**src/rcpm_pkg.sv**
```systemverilog
// Package for the reference clock period monitor: register map, fields, codes.
// Assumes an APB slave with 32-bit data and word-aligned registers.
package rcpm_pkg;

  // ----------------------------------------
  // Register byte offsets
  // ----------------------------------------
  localparam logic [7:0] RCPM_CTRL_OFF = 8'h00;
  localparam logic [7:0] RCPM_STATUS_OFF = 8'h04;
  localparam logic [7:0] RCPM_HW_LIMITS_OFF = 8'h08;
  localparam logic [7:0] RCPM_SW_LIMITS_OFF = 8'h0C;
  localparam logic [7:0] RCPM_TIMEOUT_OFF = 8'h10;
  localparam logic [7:0] RCPM_RESULT_OFF = 8'h14;
  localparam logic [7:0] RCPM_IRQ_STAT_OFF = 8'h18;
  localparam logic [7:0] RCPM_IRQ_MASK_OFF = 8'h1C;

  // ----------------------------------------
  // Control fields
  // ----------------------------------------
  localparam int RCPM_CTRL_START_BIT = 0;
  localparam int RCPM_CTRL_MODE_BIT = 1;
  localparam int RCPM_CTRL_SRC_LSB = 4;
  localparam int RCPM_CTRL_PIN_LSB = 8;
  localparam int RCPM_SRC_W = 2;
  localparam int RCPM_PIN_W = 3;
  localparam int RCPM_NPINS = 8;
  localparam int RCPM_CNT_W = 16;
  localparam int RCPM_TMO_W = 32;

  // ----------------------------------------
  // Capture sources
  // ----------------------------------------
  localparam logic [1:0] RCPM_SRC_LOW_SPEED_OSC = 2'h0;
  localparam logic [1:0] RCPM_SRC_SUB_CLOCK = 2'h1;
  localparam logic [1:0] RCPM_SRC_EXT_INPUT = 2'h2;

  // ----------------------------------------
  // Result codes and reset values
  // ----------------------------------------
  localparam logic [1:0] RCPM_RES_PASS = 2'h0;
  localparam logic [1:0] RCPM_RES_WINDOW = 2'h1;
  localparam logic [1:0] RCPM_RES_NOREF = 2'h2;
  localparam logic [15:0] RCPM_HW_NOMINAL = 16'h03D0;
  localparam logic [15:0] RCPM_HW_LOWER_RST = 16'h03B0;
  localparam logic [15:0] RCPM_HW_UPPER_RST = 16'h03F0;
  localparam logic [15:0] RCPM_SW_LOWER_RST = 16'h004B;
  localparam logic [15:0] RCPM_SW_UPPER_RST = 16'h005B;
  localparam logic [31:0] RCPM_TIMEOUT_RST = 32'h0000_4000;
  localparam logic [2:0] RCPM_LOOP_CYCLES = 3'h6;
  localparam logic [2:0] RCPM_LOOP_LAST = RCPM_LOOP_CYCLES - 3'h1;

  typedef enum logic [2:0] {
    RCPM_IDLE,
    RCPM_HW_SYNC,
    RCPM_HW_WAIT,
    RCPM_SW_SYNC,
    RCPM_SW_RISE,
    RCPM_SW_COUNT,
    RCPM_JUDGE
  } rcpm_state_t;

endpackage

```
**src/rcpm_monitor.sv**
```systemverilog
// Reference clock period monitor: hardware capture and pin counting variants.
// Assumes an APB master on ref_clk; reference inputs are asynchronous pins.
//
// Added by the designer: the register offsets and register access over APB.
`timescale 1ns/100ps

module rcpm_monitor
  import rcpm_pkg::*;
(
  input wire logic ref_clk,
  input wire logic rst,
  input wire logic psel,
  input wire logic penable,
  input wire logic pwrite,
  input wire logic [31:0] paddr,
  input wire logic [31:0] pwdata,
  output logic [31:0] prdata,
  output logic pready,
  output logic pslverr,
  input wire logic low_speed_osc_clock,
  input wire logic sub_clock,
  input wire logic ext_capture_input,
  input wire logic [RCPM_NPINS-1:0] reference_input_pin,
  output logic irq
);

  // ----------------------------------------
  // Input synchronisers
  // ----------------------------------------
  logic [RCPM_NPINS+2:0] sync1_q, sync2_q;
  logic cap_pending;
  always_ff @(posedge ref_clk or posedge rst) begin
    if (rst) begin
      sync1_q <= '0;
      sync2_q <= '0;
    end else begin
      sync1_q <= {ext_capture_input, sub_clock, low_speed_osc_clock, reference_input_pin};
      sync2_q <= sync1_q;
    end
  end

  // ----------------------------------------
  // Registers
  // ----------------------------------------
  logic ctrl_mode_q;
  logic [RCPM_SRC_W-1:0] ctrl_src_q;
  logic [RCPM_PIN_W-1:0] ctrl_pin_q;
  logic [15:0] hw_lower_q, hw_upper_q, sw_lower_q, sw_upper_q;
  logic [RCPM_TMO_W-1:0] timeout_q;
  logic [1:0] result_q;
  logic [RCPM_CNT_W-1:0] value_q;
  logic [1:0] irq_stat_q, irq_mask_q;
  logic capture_flag_q;
  // Limits and control are frozen while a measurement runs, so the
  // window used by the judge is always the one the run started with.

  rcpm_state_t state_q, state_d;
  logic [RCPM_CNT_W-1:0] cnt_q;
  logic [2:0] loop_q;
  logic [RCPM_TMO_W-1:0] wait_q;

  // Selected capture source and pin
  logic src_lvl;
  logic pin_lvl;
  assign src_lvl = (ctrl_src_q == RCPM_SRC_LOW_SPEED_OSC) ? sync2_q[RCPM_NPINS] :
                   (ctrl_src_q == RCPM_SRC_SUB_CLOCK) ? sync2_q[RCPM_NPINS+1] :
                   sync2_q[RCPM_NPINS+2];
  assign pin_lvl = sync2_q[ctrl_pin_q];

  // Edge detection on the synchronised levels
  // Previous levels reset low, matching the idle pins, so no false edge
  // appears right after reset.
  logic src_prev_q, pin_prev_q;
  always_ff @(posedge ref_clk or posedge rst) begin
    if (rst) begin
      src_prev_q <= 1'b0;
      pin_prev_q <= 1'b0;
    end else begin
      src_prev_q <= src_lvl;
      pin_prev_q <= pin_lvl;
    end
  end
  logic cap_evt, pin_rise, pin_fall;
  assign cap_evt = src_lvl & ~src_prev_q;
  assign pin_rise = pin_lvl & ~pin_prev_q;
  assign pin_fall = ~pin_lvl & pin_prev_q;
  // Capture event waiting to be consumed, shown in status
  assign cap_pending = capture_flag_q;

  // ----------------------------------------
  // APB decode
  // ----------------------------------------
  logic wr_en, rd_setup, addr_ok;
  logic [7:0] offs;
  assign offs = paddr[7:0];
  assign addr_ok = (paddr[31:8] == 24'h000000) && (offs[1:0] == 2'h0) && (offs <= RCPM_IRQ_MASK_OFF);
  assign wr_en = psel & penable & pwrite & addr_ok;
  // Read data latched in setup, so zero wait states suffice
  assign rd_setup = psel & ~penable & ~pwrite;
  assign pready = 1'b1;
  assign pslverr = psel & penable & ~addr_ok;
  logic start_wr;
  assign start_wr = wr_en && (offs == RCPM_CTRL_OFF) && pwdata[RCPM_CTRL_START_BIT];
  logic busy;
  // Busy blocks configuration writes; interrupt registers stay writable
  assign busy = (state_q != RCPM_IDLE);

  // Window check against the variant's own limits
  // Both bounds pass inclusively; a swapped pair fails every value.
  function automatic logic outside(input logic [15:0] v, input logic [15:0] lo, input logic [15:0] hi);
    outside = (v < lo) || (v > hi);
  endfunction

  logic [15:0] lim_lo, lim_hi;
  assign lim_lo = ctrl_mode_q ? sw_lower_q : hw_lower_q;
  assign lim_hi = ctrl_mode_q ? sw_upper_q : hw_upper_q;

  logic timed_out;
  assign timed_out = (wait_q >= timeout_q);

  // ----------------------------------------
  // Measurement sequencer
  // ----------------------------------------
  // Every wait ends early on timeout, so a dead reference never hangs
  // the sequencer; the judge state lasts one cycle and returns to idle.
  always_comb begin
    state_d = state_q;
    unique case (state_q)
      // Start strobe picks the variant
      RCPM_IDLE: begin
        if (start_wr) begin
          state_d = pwdata[RCPM_CTRL_MODE_BIT] ? RCPM_SW_SYNC : RCPM_HW_SYNC;
        end
      end
      // First capture only aligns to the reference
      RCPM_HW_SYNC: begin
        if (timed_out) begin
          state_d = RCPM_JUDGE;
        end else if (capture_flag_q) begin
          state_d = RCPM_HW_WAIT;
        end
      end
      // Second capture closes the period
      RCPM_HW_WAIT: begin
        if (timed_out || capture_flag_q) begin
          state_d = RCPM_JUDGE;
        end
      end
      // Pin mode aligns on a falling edge
      RCPM_SW_SYNC: begin
        if (timed_out) begin
          state_d = RCPM_JUDGE;
        end else if (pin_fall) begin
          state_d = RCPM_SW_RISE;
        end
      end
      // Counting starts at the following rising edge
      RCPM_SW_RISE: begin
        if (timed_out) begin
          state_d = RCPM_JUDGE;
        end else if (pin_rise) begin
          state_d = RCPM_SW_COUNT;
        end
      end
      // High time only, ended by the next falling edge
      RCPM_SW_COUNT: begin
        if (timed_out || pin_fall) begin
          state_d = RCPM_JUDGE;
        end
      end
      RCPM_JUDGE: begin
        state_d = RCPM_IDLE;
      end
    endcase
  end

  // Timeout, result flag marks a wait that expired
  // The wait counter restarts on every state change, so the limit applies
  // to each wait on its own, not to the whole run.
  logic expired_q;
  always_ff @(posedge ref_clk or posedge rst) begin
    if (rst) begin
      state_q <= RCPM_IDLE;
      wait_q <= '0;
      expired_q <= 1'b0;
    end else begin
      state_q <= state_d;
      if (state_d != state_q || state_q == RCPM_IDLE) wait_q <= '0;
      else wait_q <= wait_q + 1'b1;
      if (state_q == RCPM_IDLE) expired_q <= 1'b0;
      else if (timed_out && state_q != RCPM_JUDGE) expired_q <= 1'b1;
    end
  end

  // Capture flag: set on event, cleared when consumed (set wins)
  always_ff @(posedge ref_clk or posedge rst) begin
    if (rst) begin
      capture_flag_q <= 1'b0;
    end else if (cap_evt) begin
      capture_flag_q <= 1'b1;
    end else if (state_q == RCPM_IDLE || ((state_q == RCPM_HW_SYNC || state_q == RCPM_HW_WAIT) && capture_flag_q)) begin
      capture_flag_q <= 1'b0;
    end
  end

  // Period counter in hardware mode, cleared at the first capture; loop counter in pin mode
  // Hardware value counts cycles from one capture to the next, both
  // captures delayed alike by the synchroniser, so the latency cancels.
  // Pin mode steps the count once per six cycles of high time.
  always_ff @(posedge ref_clk or posedge rst) begin
    if (rst) begin
      cnt_q <= '0;
      loop_q <= '0;
      value_q <= '0;
    end else begin
      if (state_q == RCPM_HW_SYNC && capture_flag_q) begin
        cnt_q <= '0;
      end else if (state_q == RCPM_HW_WAIT) begin
        if (capture_flag_q) value_q <= cnt_q + 16'h0001;
        else cnt_q <= cnt_q + 16'h0001;
      end else if (state_q == RCPM_SW_RISE) begin
        cnt_q <= '0;
        loop_q <= '0;
      end else if (state_q == RCPM_SW_COUNT) begin
        if (pin_fall) begin
          value_q <= cnt_q;
        end else if (loop_q == RCPM_LOOP_LAST) begin
          loop_q <= '0;
          cnt_q <= cnt_q + 16'h0001;
        end else begin
          loop_q <= loop_q + 3'h1;
        end
      end
    end
  end

  // Result, control and limit registers
  // A timeout outranks the window check, as the value is then stale.
  always_ff @(posedge ref_clk or posedge rst) begin
    if (rst) begin
      result_q <= RCPM_RES_PASS;
      ctrl_mode_q <= 1'b0;
      ctrl_src_q <= RCPM_SRC_SUB_CLOCK;
      ctrl_pin_q <= '0;
      hw_lower_q <= RCPM_HW_LOWER_RST;
      hw_upper_q <= RCPM_HW_UPPER_RST;
      sw_lower_q <= RCPM_SW_LOWER_RST;
      sw_upper_q <= RCPM_SW_UPPER_RST;
      timeout_q <= RCPM_TIMEOUT_RST;
    end else begin
      if (state_q == RCPM_JUDGE) begin
        if (expired_q) result_q <= RCPM_RES_NOREF;
        else if (outside(value_q, lim_lo, lim_hi)) result_q <= RCPM_RES_WINDOW;
        else result_q <= RCPM_RES_PASS;
      end
      if (wr_en && !busy) begin
        unique case (offs)
          RCPM_CTRL_OFF: begin
            ctrl_mode_q <= pwdata[RCPM_CTRL_MODE_BIT];
            ctrl_src_q <= pwdata[RCPM_CTRL_SRC_LSB +: RCPM_SRC_W];
            ctrl_pin_q <= pwdata[RCPM_CTRL_PIN_LSB +: RCPM_PIN_W];
          end
          RCPM_HW_LIMITS_OFF: begin
            hw_lower_q <= pwdata[15:0];
            hw_upper_q <= pwdata[31:16];
          end
          RCPM_SW_LIMITS_OFF: begin
            sw_lower_q <= pwdata[15:0];
            sw_upper_q <= pwdata[31:16];
          end
          RCPM_TIMEOUT_OFF: timeout_q <= pwdata;
          default: ;
        endcase
      end
    end
  end

  // ----------------------------------------
  // Interrupts: bit0 done, bit1 failure
  // ----------------------------------------
  logic done_evt, fail_evt;
  logic stat_wr, mask_wr;
  logic [1:0] irq_clr;
  // Write-one-to-clear; an event in the same cycle keeps its bit set
  assign stat_wr = wr_en && (offs == RCPM_IRQ_STAT_OFF);
  assign mask_wr = wr_en && (offs == RCPM_IRQ_MASK_OFF);
  assign irq_clr = stat_wr ? pwdata[1:0] : 2'h0;
  assign done_evt = (state_q == RCPM_JUDGE);
  assign fail_evt = done_evt && (expired_q || outside(value_q, lim_lo, lim_hi));
  always_ff @(posedge ref_clk or posedge rst) begin
    if (rst) begin
      irq_stat_q <= '0;
      irq_mask_q <= '0;
    end else begin
      irq_stat_q <= (irq_stat_q & ~irq_clr) | {fail_evt, done_evt};
      if (mask_wr) irq_mask_q <= pwdata[1:0];
    end
  end
  assign irq = |(irq_stat_q & irq_mask_q);

  // ----------------------------------------
  // Read data
  // ----------------------------------------
  // Status bit 3 shows a pending capture, bits 2:0 the sequencer state.
  // Result holds the code in bits 17:16 and the value below it.
  logic [31:0] rd_mux;
  always_comb begin
    rd_mux = 32'h0000_0000;
    unique case (offs)
      RCPM_CTRL_OFF: rd_mux = {21'h0, ctrl_pin_q, 2'h0, ctrl_src_q, 2'h0, ctrl_mode_q, 1'b0};
      RCPM_STATUS_OFF: rd_mux = {28'h0, cap_pending, state_q};
      RCPM_HW_LIMITS_OFF: rd_mux = {hw_upper_q, hw_lower_q};
      RCPM_SW_LIMITS_OFF: rd_mux = {sw_upper_q, sw_lower_q};
      RCPM_TIMEOUT_OFF: rd_mux = timeout_q;
      RCPM_RESULT_OFF: rd_mux = {14'h0, result_q, value_q};
      RCPM_IRQ_STAT_OFF: rd_mux = {30'h0, irq_stat_q};
      RCPM_IRQ_MASK_OFF: rd_mux = {30'h0, irq_mask_q};
      default: rd_mux = 32'h0000_0000;
    endcase
  end
  // Unmapped reads return zero, even where the low byte aliases a register
  always_ff @(posedge ref_clk or posedge rst) begin
    if (rst) begin
      prdata <= '0;
    end else if (rd_setup) begin
      prdata <= addr_ok ? rd_mux : 32'h0000_0000;
    end
  end

endmodule

```
**config.mk**
```make
export PLATFORM = sky130hd
export DESIGN_NAME = rcpm_monitor
export DESIGN_NICKNAME = d
export VERILOG_FILES = /design/src/rcpm_pkg.sv /design/src/rcpm_monitor.sv
export SDC_FILE = /design/constraint.sdc
export NUM_CORES = 1
export LEC_CHECK = 0
export BUFFER_PORTS_ARGS = -buffer_cell sky130_fd_sc_hd__buf_2
export CAP_MARGIN = 25
export CORE_UTILIZATION = 50
export CTS_CLUSTER_SIZE = 14
export DETAILED_ROUTE_END_ITERATION = 6
export GPL_TIMING_DRIVEN = 0
export PLACE_DENSITY = 0.77
export SLEW_MARGIN = 5
export SYNTH_ARGS = -nofsm -noshare
export SYNTH_HDL_FRONTEND = slang
export SYNTH_SLANG_ARGS = --single-unit
```
**constraint.sdc**
```tcl
create_clock -name ref_clk -period 11.7 [get_ports ref_clk]
set_clock_uncertainty 0.05 [all_clocks]
set_input_delay 0.585 -clock ref_clk [delete_from_list [all_inputs] [get_ports ref_clk]]
set_output_delay 0.585 -clock ref_clk [all_outputs]
set_load 0.01 [all_outputs]
```
## Word level (Yosys, flattened, before mapping)

Index checks and enable logic that the tools add are counted.

- Input bits: 80
- Bits in registers: 236
- Output and inout bits: 35
- Word-level logic and storage cells: 157

- Magnitude comparators: 5
- Reduce and logical (&&, ||, !) cells: 40
- Eq/ne operators: 22
- Mux-type cells: 43
- Add/subtract/negate cells: 3
- Bitwise gates (word level): 21

Operators by type and width:

| kind | count |
|---|---|
| $pmux 32 s8 | 1 |
| $mux 16 | 14 |
| $mux 32 | 2 |
| $mux 3 | 13 |
| $add 32x1->32 const B | 1 |
| $eq 8x5->1 const B | 4 |
| $ge 32x32->1 | 1 |
| $logic_not 24->1 | 1 |
| $pmux 3 s7 | 1 |
| $add 16x1->16 const B | 1 |
| $eq 8x4->1 const B | 2 |
| $gt 16x16->1 | 1 |
| $lt 16x16->1 | 1 |
| $eq 3x3->1 const B | 4 |
| $logic_and 1x1->1 | 11 |
| $reduce_bool 2->1 | 5 |
| $and 1x1->1 | 9 |
| $eq 8x3->1 const B | 1 |
| $le 8x5->1 const B | 1 |
| $logic_not 8->1 | 1 |
| $mux 1 | 8 |
| $not 1->1 | 8 |
| $reduce_and 2->1 | 4 |
| $reduce_and 4->1 | 2 |
| 24 further kinds | 37 |

## Longest topological paths before layout

- Word-level depth: 11
- Depth in mapped cells: 11
- Depth with buffers taken out: 9

## Worst setup path before layout

Ideal clock, no wire load.

- Path kind: register to register
- Start: reg ctrl_mode_q
- End: reg result_q[0]
- Data required time: 11540 ps
- Path buffers: 2
- Setup time: 110 ps
- Data arrival time: 2591 ps
- Stages on the path, launching flop included: 10
- Clock period less this slack: 2751 ps
- Setup slack: 8949 ps
- Cells stage by stage: dfrtp_1 > clkbuf_1 > buf_1 > mux2i_1 > ha_1 > a22o_1 > or4_1 > a21oi_1 > a221oi_1 > o41ai_1

- Longest elaborated chain between the ends: 5

RTL lines:

| item | line | text |
|---|---|---|
| start, declared | rcpm_monitor.sv:45 | `logic ctrl_mode_q;` |
| start signal, assigned | rcpm_monitor.sv:259 | `ctrl_mode_q <= pwdata[RCPM_CTRL_MODE_BIT];` |
| $mux 16, on equally long branches | rcpm_monitor.sv:115, rcpm_monitor.sv:116 |  |
| $lt 16x16->1 or $gt 16x16->1 (tied branches) | rcpm_monitor.sv:111 | `outside = (v < lo) \|\| (v > hi);` |
| $logic_or 1x1->1 (*) | rcpm_monitor.sv:111 |  |
| $mux 1 (*) | rcpm_monitor.sv:253 | `else if (outside(value_q, lim_lo, lim_hi)) result_q <= RCPM_RES_WINDOW;` |
| $mux 2 (*) | rcpm_monitor.sv:252 | `if (expired_q) result_q <= RCPM_RES_NOREF;` |
| end signal, assigned | rcpm_monitor.sv:252 |  |
| end signal, assigned | rcpm_monitor.sv:253 |  |
| end signal, assigned | rcpm_monitor.sv:254 | `else result_q <= RCPM_RES_PASS;` |
| end, declared | rcpm_monitor.sv:50 | `logic [1:0] result_q;` |

Mark *: on every way between the ends. The rest lies on a longest branch, timed or not.
A chain may end at the register's enable or synchronous reset.

## Worst setup path after layout

- Start: reg ctrl_mode_q
- End: reg irq_stat_q[1]

- Longest elaborated chain between the ends: 6

RTL lines:

| item | line | text |
|---|---|---|
| $mux 16, on equally long branches | rcpm_monitor.sv:115, rcpm_monitor.sv:116 |  |
| $lt 16x16->1 or $gt 16x16->1 (tied branches) | rcpm_monitor.sv:111 |  |
| $logic_or 1x1->1 (*) | rcpm_monitor.sv:111 |  |
| $logic_or 1x1->1 (*) | rcpm_monitor.sv:289 | `assign fail_evt = done_evt && (expired_q \|\| outside(value_q, lim_lo, lim_hi));` |
| $logic_and 1x1->1 (*) | rcpm_monitor.sv:289 |  |
| $or 2x2->2 (*) | rcpm_monitor.sv:295 | `irq_stat_q <= (irq_stat_q & ~irq_clr) \| {fail_evt, done_evt};` |
| end signal, assigned | rcpm_monitor.sv:295 |  |
| end, declared | rcpm_monitor.sv:52 | `logic [1:0] irq_stat_q, irq_mask_q;` |

Marked as above.

==> impl_metrics.yaml <==
power_and_ir_drop:
  clockPowerShare: 0.472
  p_leak_nw: 6.50
  p_switching_uw: 363
  cellPowerDensity_nw_per_um2: 116
  swShare: 0.219
  combinationalPowerShare: 0.032
  p_int_mw: 1.29
  seq_power_share: 0.496
  vdd_drop_max_mv: 0.114
global_route:
  grtUsageTotal: 0.261
  grt_start_max_net_pins: 129
  grt.overflow.total: 0
  antenna_found_initial: 2
  grt_pass1_wl_mm: 52.7
  grt_pass1_vias: 9700
run_status:
  status: "complete, but fails checks"
  failed_checks: "design-rule violations"
floorplan:
  dieArea_um2: 25700
  ios: 115
  core_um2: 24500
  num_rows: 57
  die_w_um: 160
  die_h_um: 160
  initial_utilization: 0.512
setup_path:
  path_cells: "clkbuf_1 > buf_1 > mux2i_1 > ha_1 > a21o_1 > a21oi_1 > o21ai_0 > o2111ai_1 > nand2_1 > a221oi_1 > a21oi_1"
  worstSetupPathType: "register to register"
  crit_buf_inv: 2
  startpoint_type: "register"
  cp_slowest_cell: "buf_1"
  end_kind: "register"
  crit_arrival_ps: 3880
  cp_slowest_stage_delay_ps: 660
  crit_family: "compound AO/OA/AOI/OAI gates"
  cp_max_fo: 10
  required_ps: 12030
  cpMostUsedCell: "a21oi_1"
placement:
  numPlacedInstances: 1583
  place.port_buffers: 113
  hpwl_mm: 24.3
  place_ws_ps: 8160
  place.gp.congestion: 0.916
  dpl_cell_area_um2: 13500
sta:
  rsz0062_at_grt: "false"
  max_freq_ghz: 0.282
  final-hold-violation-count: 0
  finalWorstSetupSlack_ps: 8150
  finalCriticalPeriod_ps: 3550
  setup_viol: 0
  finalSetupTns_ps: 0
  final.period_utilization: 0.303
  slew_viol_final: 0
  relSlewSlack: 0.318
  worstMarginPinSlew_ps: 1010
clock_network:
  cts_tree: "done"
  path_clk_slew_ps: 60
  clock_latency_ps: 530
  htree_levels: 1
  cts_root_buf: "clkbuf_16"
  post_cts_resized: 0
  post-cts-setup-buffer-count: 0
  ctsHoldBuffers: 0
  cts_inserted_buffers: 25
  clkSinkCount: 236
  cts.path.max_buffers: 3
synth:
  synth_edf_count: 0
  synth_nets: 1290
  synth.distinct_cells: 66
  ys.flop_type: "dfrtp_1"
  syn_area_um2: 12500
  async_flop_share: 1.00
  synth_top_area_frac: 0.428
  synth_area_leaders: "dfrtp_1 43%, mux2_1 8.3%, ha_1 6.5%"
  ys_warn_count: 0
  synth-seq-cells: 236
  yosys.area.top_type: "dfrtp_1"
  syn_area_per_cell_um2: 10.9
  syn_inst: 1145
  ys_seq_area_frac: 0.474
final_layout:
  drive_gt1_frac: 0.180
  fin_area_um2: 14300
  syn_to_final_growth_pct: 14.5
  final_nets: 1431
  layoutNonFillerInstCount: 1629
routing:
  vias_per_cell: 5.99
  drt-initial-drc-count: 837
  drtAntennaViolNets: 0
  num_vias: 9763
  drc: 8
  drt-total-wl_mm: 33.2
  routedWlPerCell_um: 20.4
  drt_first_pass_iters: 7
run:
  cap_violations: 0
hold_path:
  worstHoldPathType: "primary input to register"
-- power by group through the flow --
stage,Sequential (mW),Clock (mW),Combinational (mW)
2_1_floorplan,0.837,0,0.0232
3_3_place_gp,0.838,0,0.0504
3_5_place_dp,0.838,0,0.0530
4_1_cts,0.823,0.796,0.0531
5_1_grt,0.823,0.828,0.0584
6_report,0.823,0.782,0.0523
-- synthesized netlist by cell type (11+ instances only) --
| master | n |
|---|---|
| nand4_1 | 22 |
| nor4b_1 | 18 |
| o31ai_1 | 12 |
| o21ai_0 | 59 |
| nand2_1 | 105 |
| inv_1 | 41 |
| nor2_1 | 58 |
| and3_1 | 11 |
| a221oi_1 | 15 |
| o21ai_1 | 20 |
| nand3_1 | 30 |
| a21o_1 | 15 |
| a22o_1 | 23 |
| ha_1 | 65 |
| a21oi_1 | 40 |
| dfrtp_1 | 214 |
| xnor2_1 | 22 |
| xor2_1 | 23 |
| mux2i_1 | 34 |
| mux2_2 | 17 |
| clkbuf_1 | 26 |
| dfstp_2 | 22 |
| buf_2 | 16 |
| mux2_1 | 92 |
| buf_1 | 11 |
-- state kept, by name, indices dropped and copies added (netlist names), 2 cells and up --
register / flops
sync2_q: 11
value_q: 16
hw_upper_q: 16
loop_q: 3
prdata: 32
wait_q: 32
ctrl_pin_q: 3
timeout_q: 32
hw_lower_q: 16
sw_lower_q: 16
irq_stat_q: 2
irq_mask_q: 2
sync1_q: 11
ctrl_src_q: 2
sw_upper_q: 16
result_q: 2
cnt_q: 16
state_q: 3
-- worst register-to-register path: stages, from the launching register on --
cell	delay [ps]
dfrtp_1	320
clkbuf_1	320
buf_1	670
mux2i_1	370
ha_1	300
a21o_1	170
a21oi_1	140
o21ai_0	120
o2111ai_1	90
nand2_1	80
a221oi_1	640
a21oi_1	130
-- cell usage in the layout, fill, tap and decap left out, types with 11 or more instances in the layout --
| cell | netlist | final |
|---|---|---|
| ha_1 | 65 | 65 |
| mux2_2 | 17 | 17 |
| xnor2_1 | 22 | 22 |
| a21oi_1 | 40 | 40 |
| a21o_1 | 15 | 15 |
| a22o_1 | 23 | 23 |
| xor2_1 | 23 | 23 |
| o21ai_0 | 59 | 59 |
| o31ai_1 | 12 | 12 |
| nor2_1 | 58 | 58 |
| dfrtp_1 | 214 | 214 |
| o21ai_1 | 20 | 20 |
| dfstp_2 | 22 | 22 |
| mux2i_1 | 34 | 34 |
| a221oi_1 | 15 | 15 |
| and3_1 | 11 | 11 |
| clkbuf_1 | 26 | 32 |
| nand4_1 | 22 | 22 |
| nand3_1 | 30 | 30 |
| clkbuf_16 | 0 | 25 |
| buf_1 | 11 | 11 |
| buf_2 | 16 | 129 |
| mux2_1 | 92 | 92 |
| nand2_1 | 105 | 105 |
| inv_1 | 41 | 40 |
| nor4b_1 | 18 | 18 |
-- cell type report --
cell class	instances	area, um^2
Clock inverter	11	115
Sequential cell	236	5930
Timing Repair Buffer	114	593
Multi-Input combinational cell	810	6180
Fill cell	2029	10100
Buffer	57	249
Inverter	42	165
Clock buffer	34	689
Antenna cell	1	2.50
Tap cell	324	405
-- final timing paths --
kind                                      from             to  slack (ps)  cells after the start
max                                ctrl_mode_q  irq_stat_q[1]        8150                     11
min                        low_speed_osc_clock     sync1_q[8]         110                      1
max reg2reg                        ctrl_mode_q  irq_stat_q[1]        8150                     11
min reg2reg                         sync1_q[7]     sync2_q[7]         290                      0
max in group asynchronous                  rst     state_q[2]       10330                      3
min in group asynchronous                  rst     prdata[29]         210                      2
-- per-layer routing --
metal | routed length [um] | share of wire | track usage
met4 | 1450 | 0.044 | 0.113
met2 | 15400 | 0.47 | 0.419
met5 | 13 | 0.00039 | 0
met1 | 13900 | 0.42 | 0.346
met3 | 2370 | 0.072 | 0.0473
-- stage by stage --
| stage | hold slack, ps | power (mW) | utilization |
|---|---|---|---|
| final | 114 | 1.66 | 0.586 |
| after global placement | 284 | 0.888 | 0.551 |
| after global routing | 96.5 | 1.71 | 0.586 |
| after CTS | 95.0 | 1.67 | 0.586 |
| after floorplan | 281 | 0.860 | - |
| after detailed placement | 285 | 0.891 | 0.553 |
-- kinds of logic (layout without fill, tap and decap cells) --
| logic type | after synthesis | in the layout | synth area share |
|---|---|---|---|
| and+or+nand+nor | 310 | 310 | 0.134 |
| DFF | 236 | 236 | 0.474 |
| AOI/OAI and AO/OA | 242 | 242 | 0.130 |
| muxes | 147 | 147 | 0.132 |
| other | 1 | 2 | 0.000300 |
| xor gates and xnor gates | 45 | 45 | 0.0315 |
| adders and majority gates | 65 | 65 | 0.0650 |
| buffers and inverters | 99 | 258 | 0.0325 |
(Power assumes the default switching activity.)
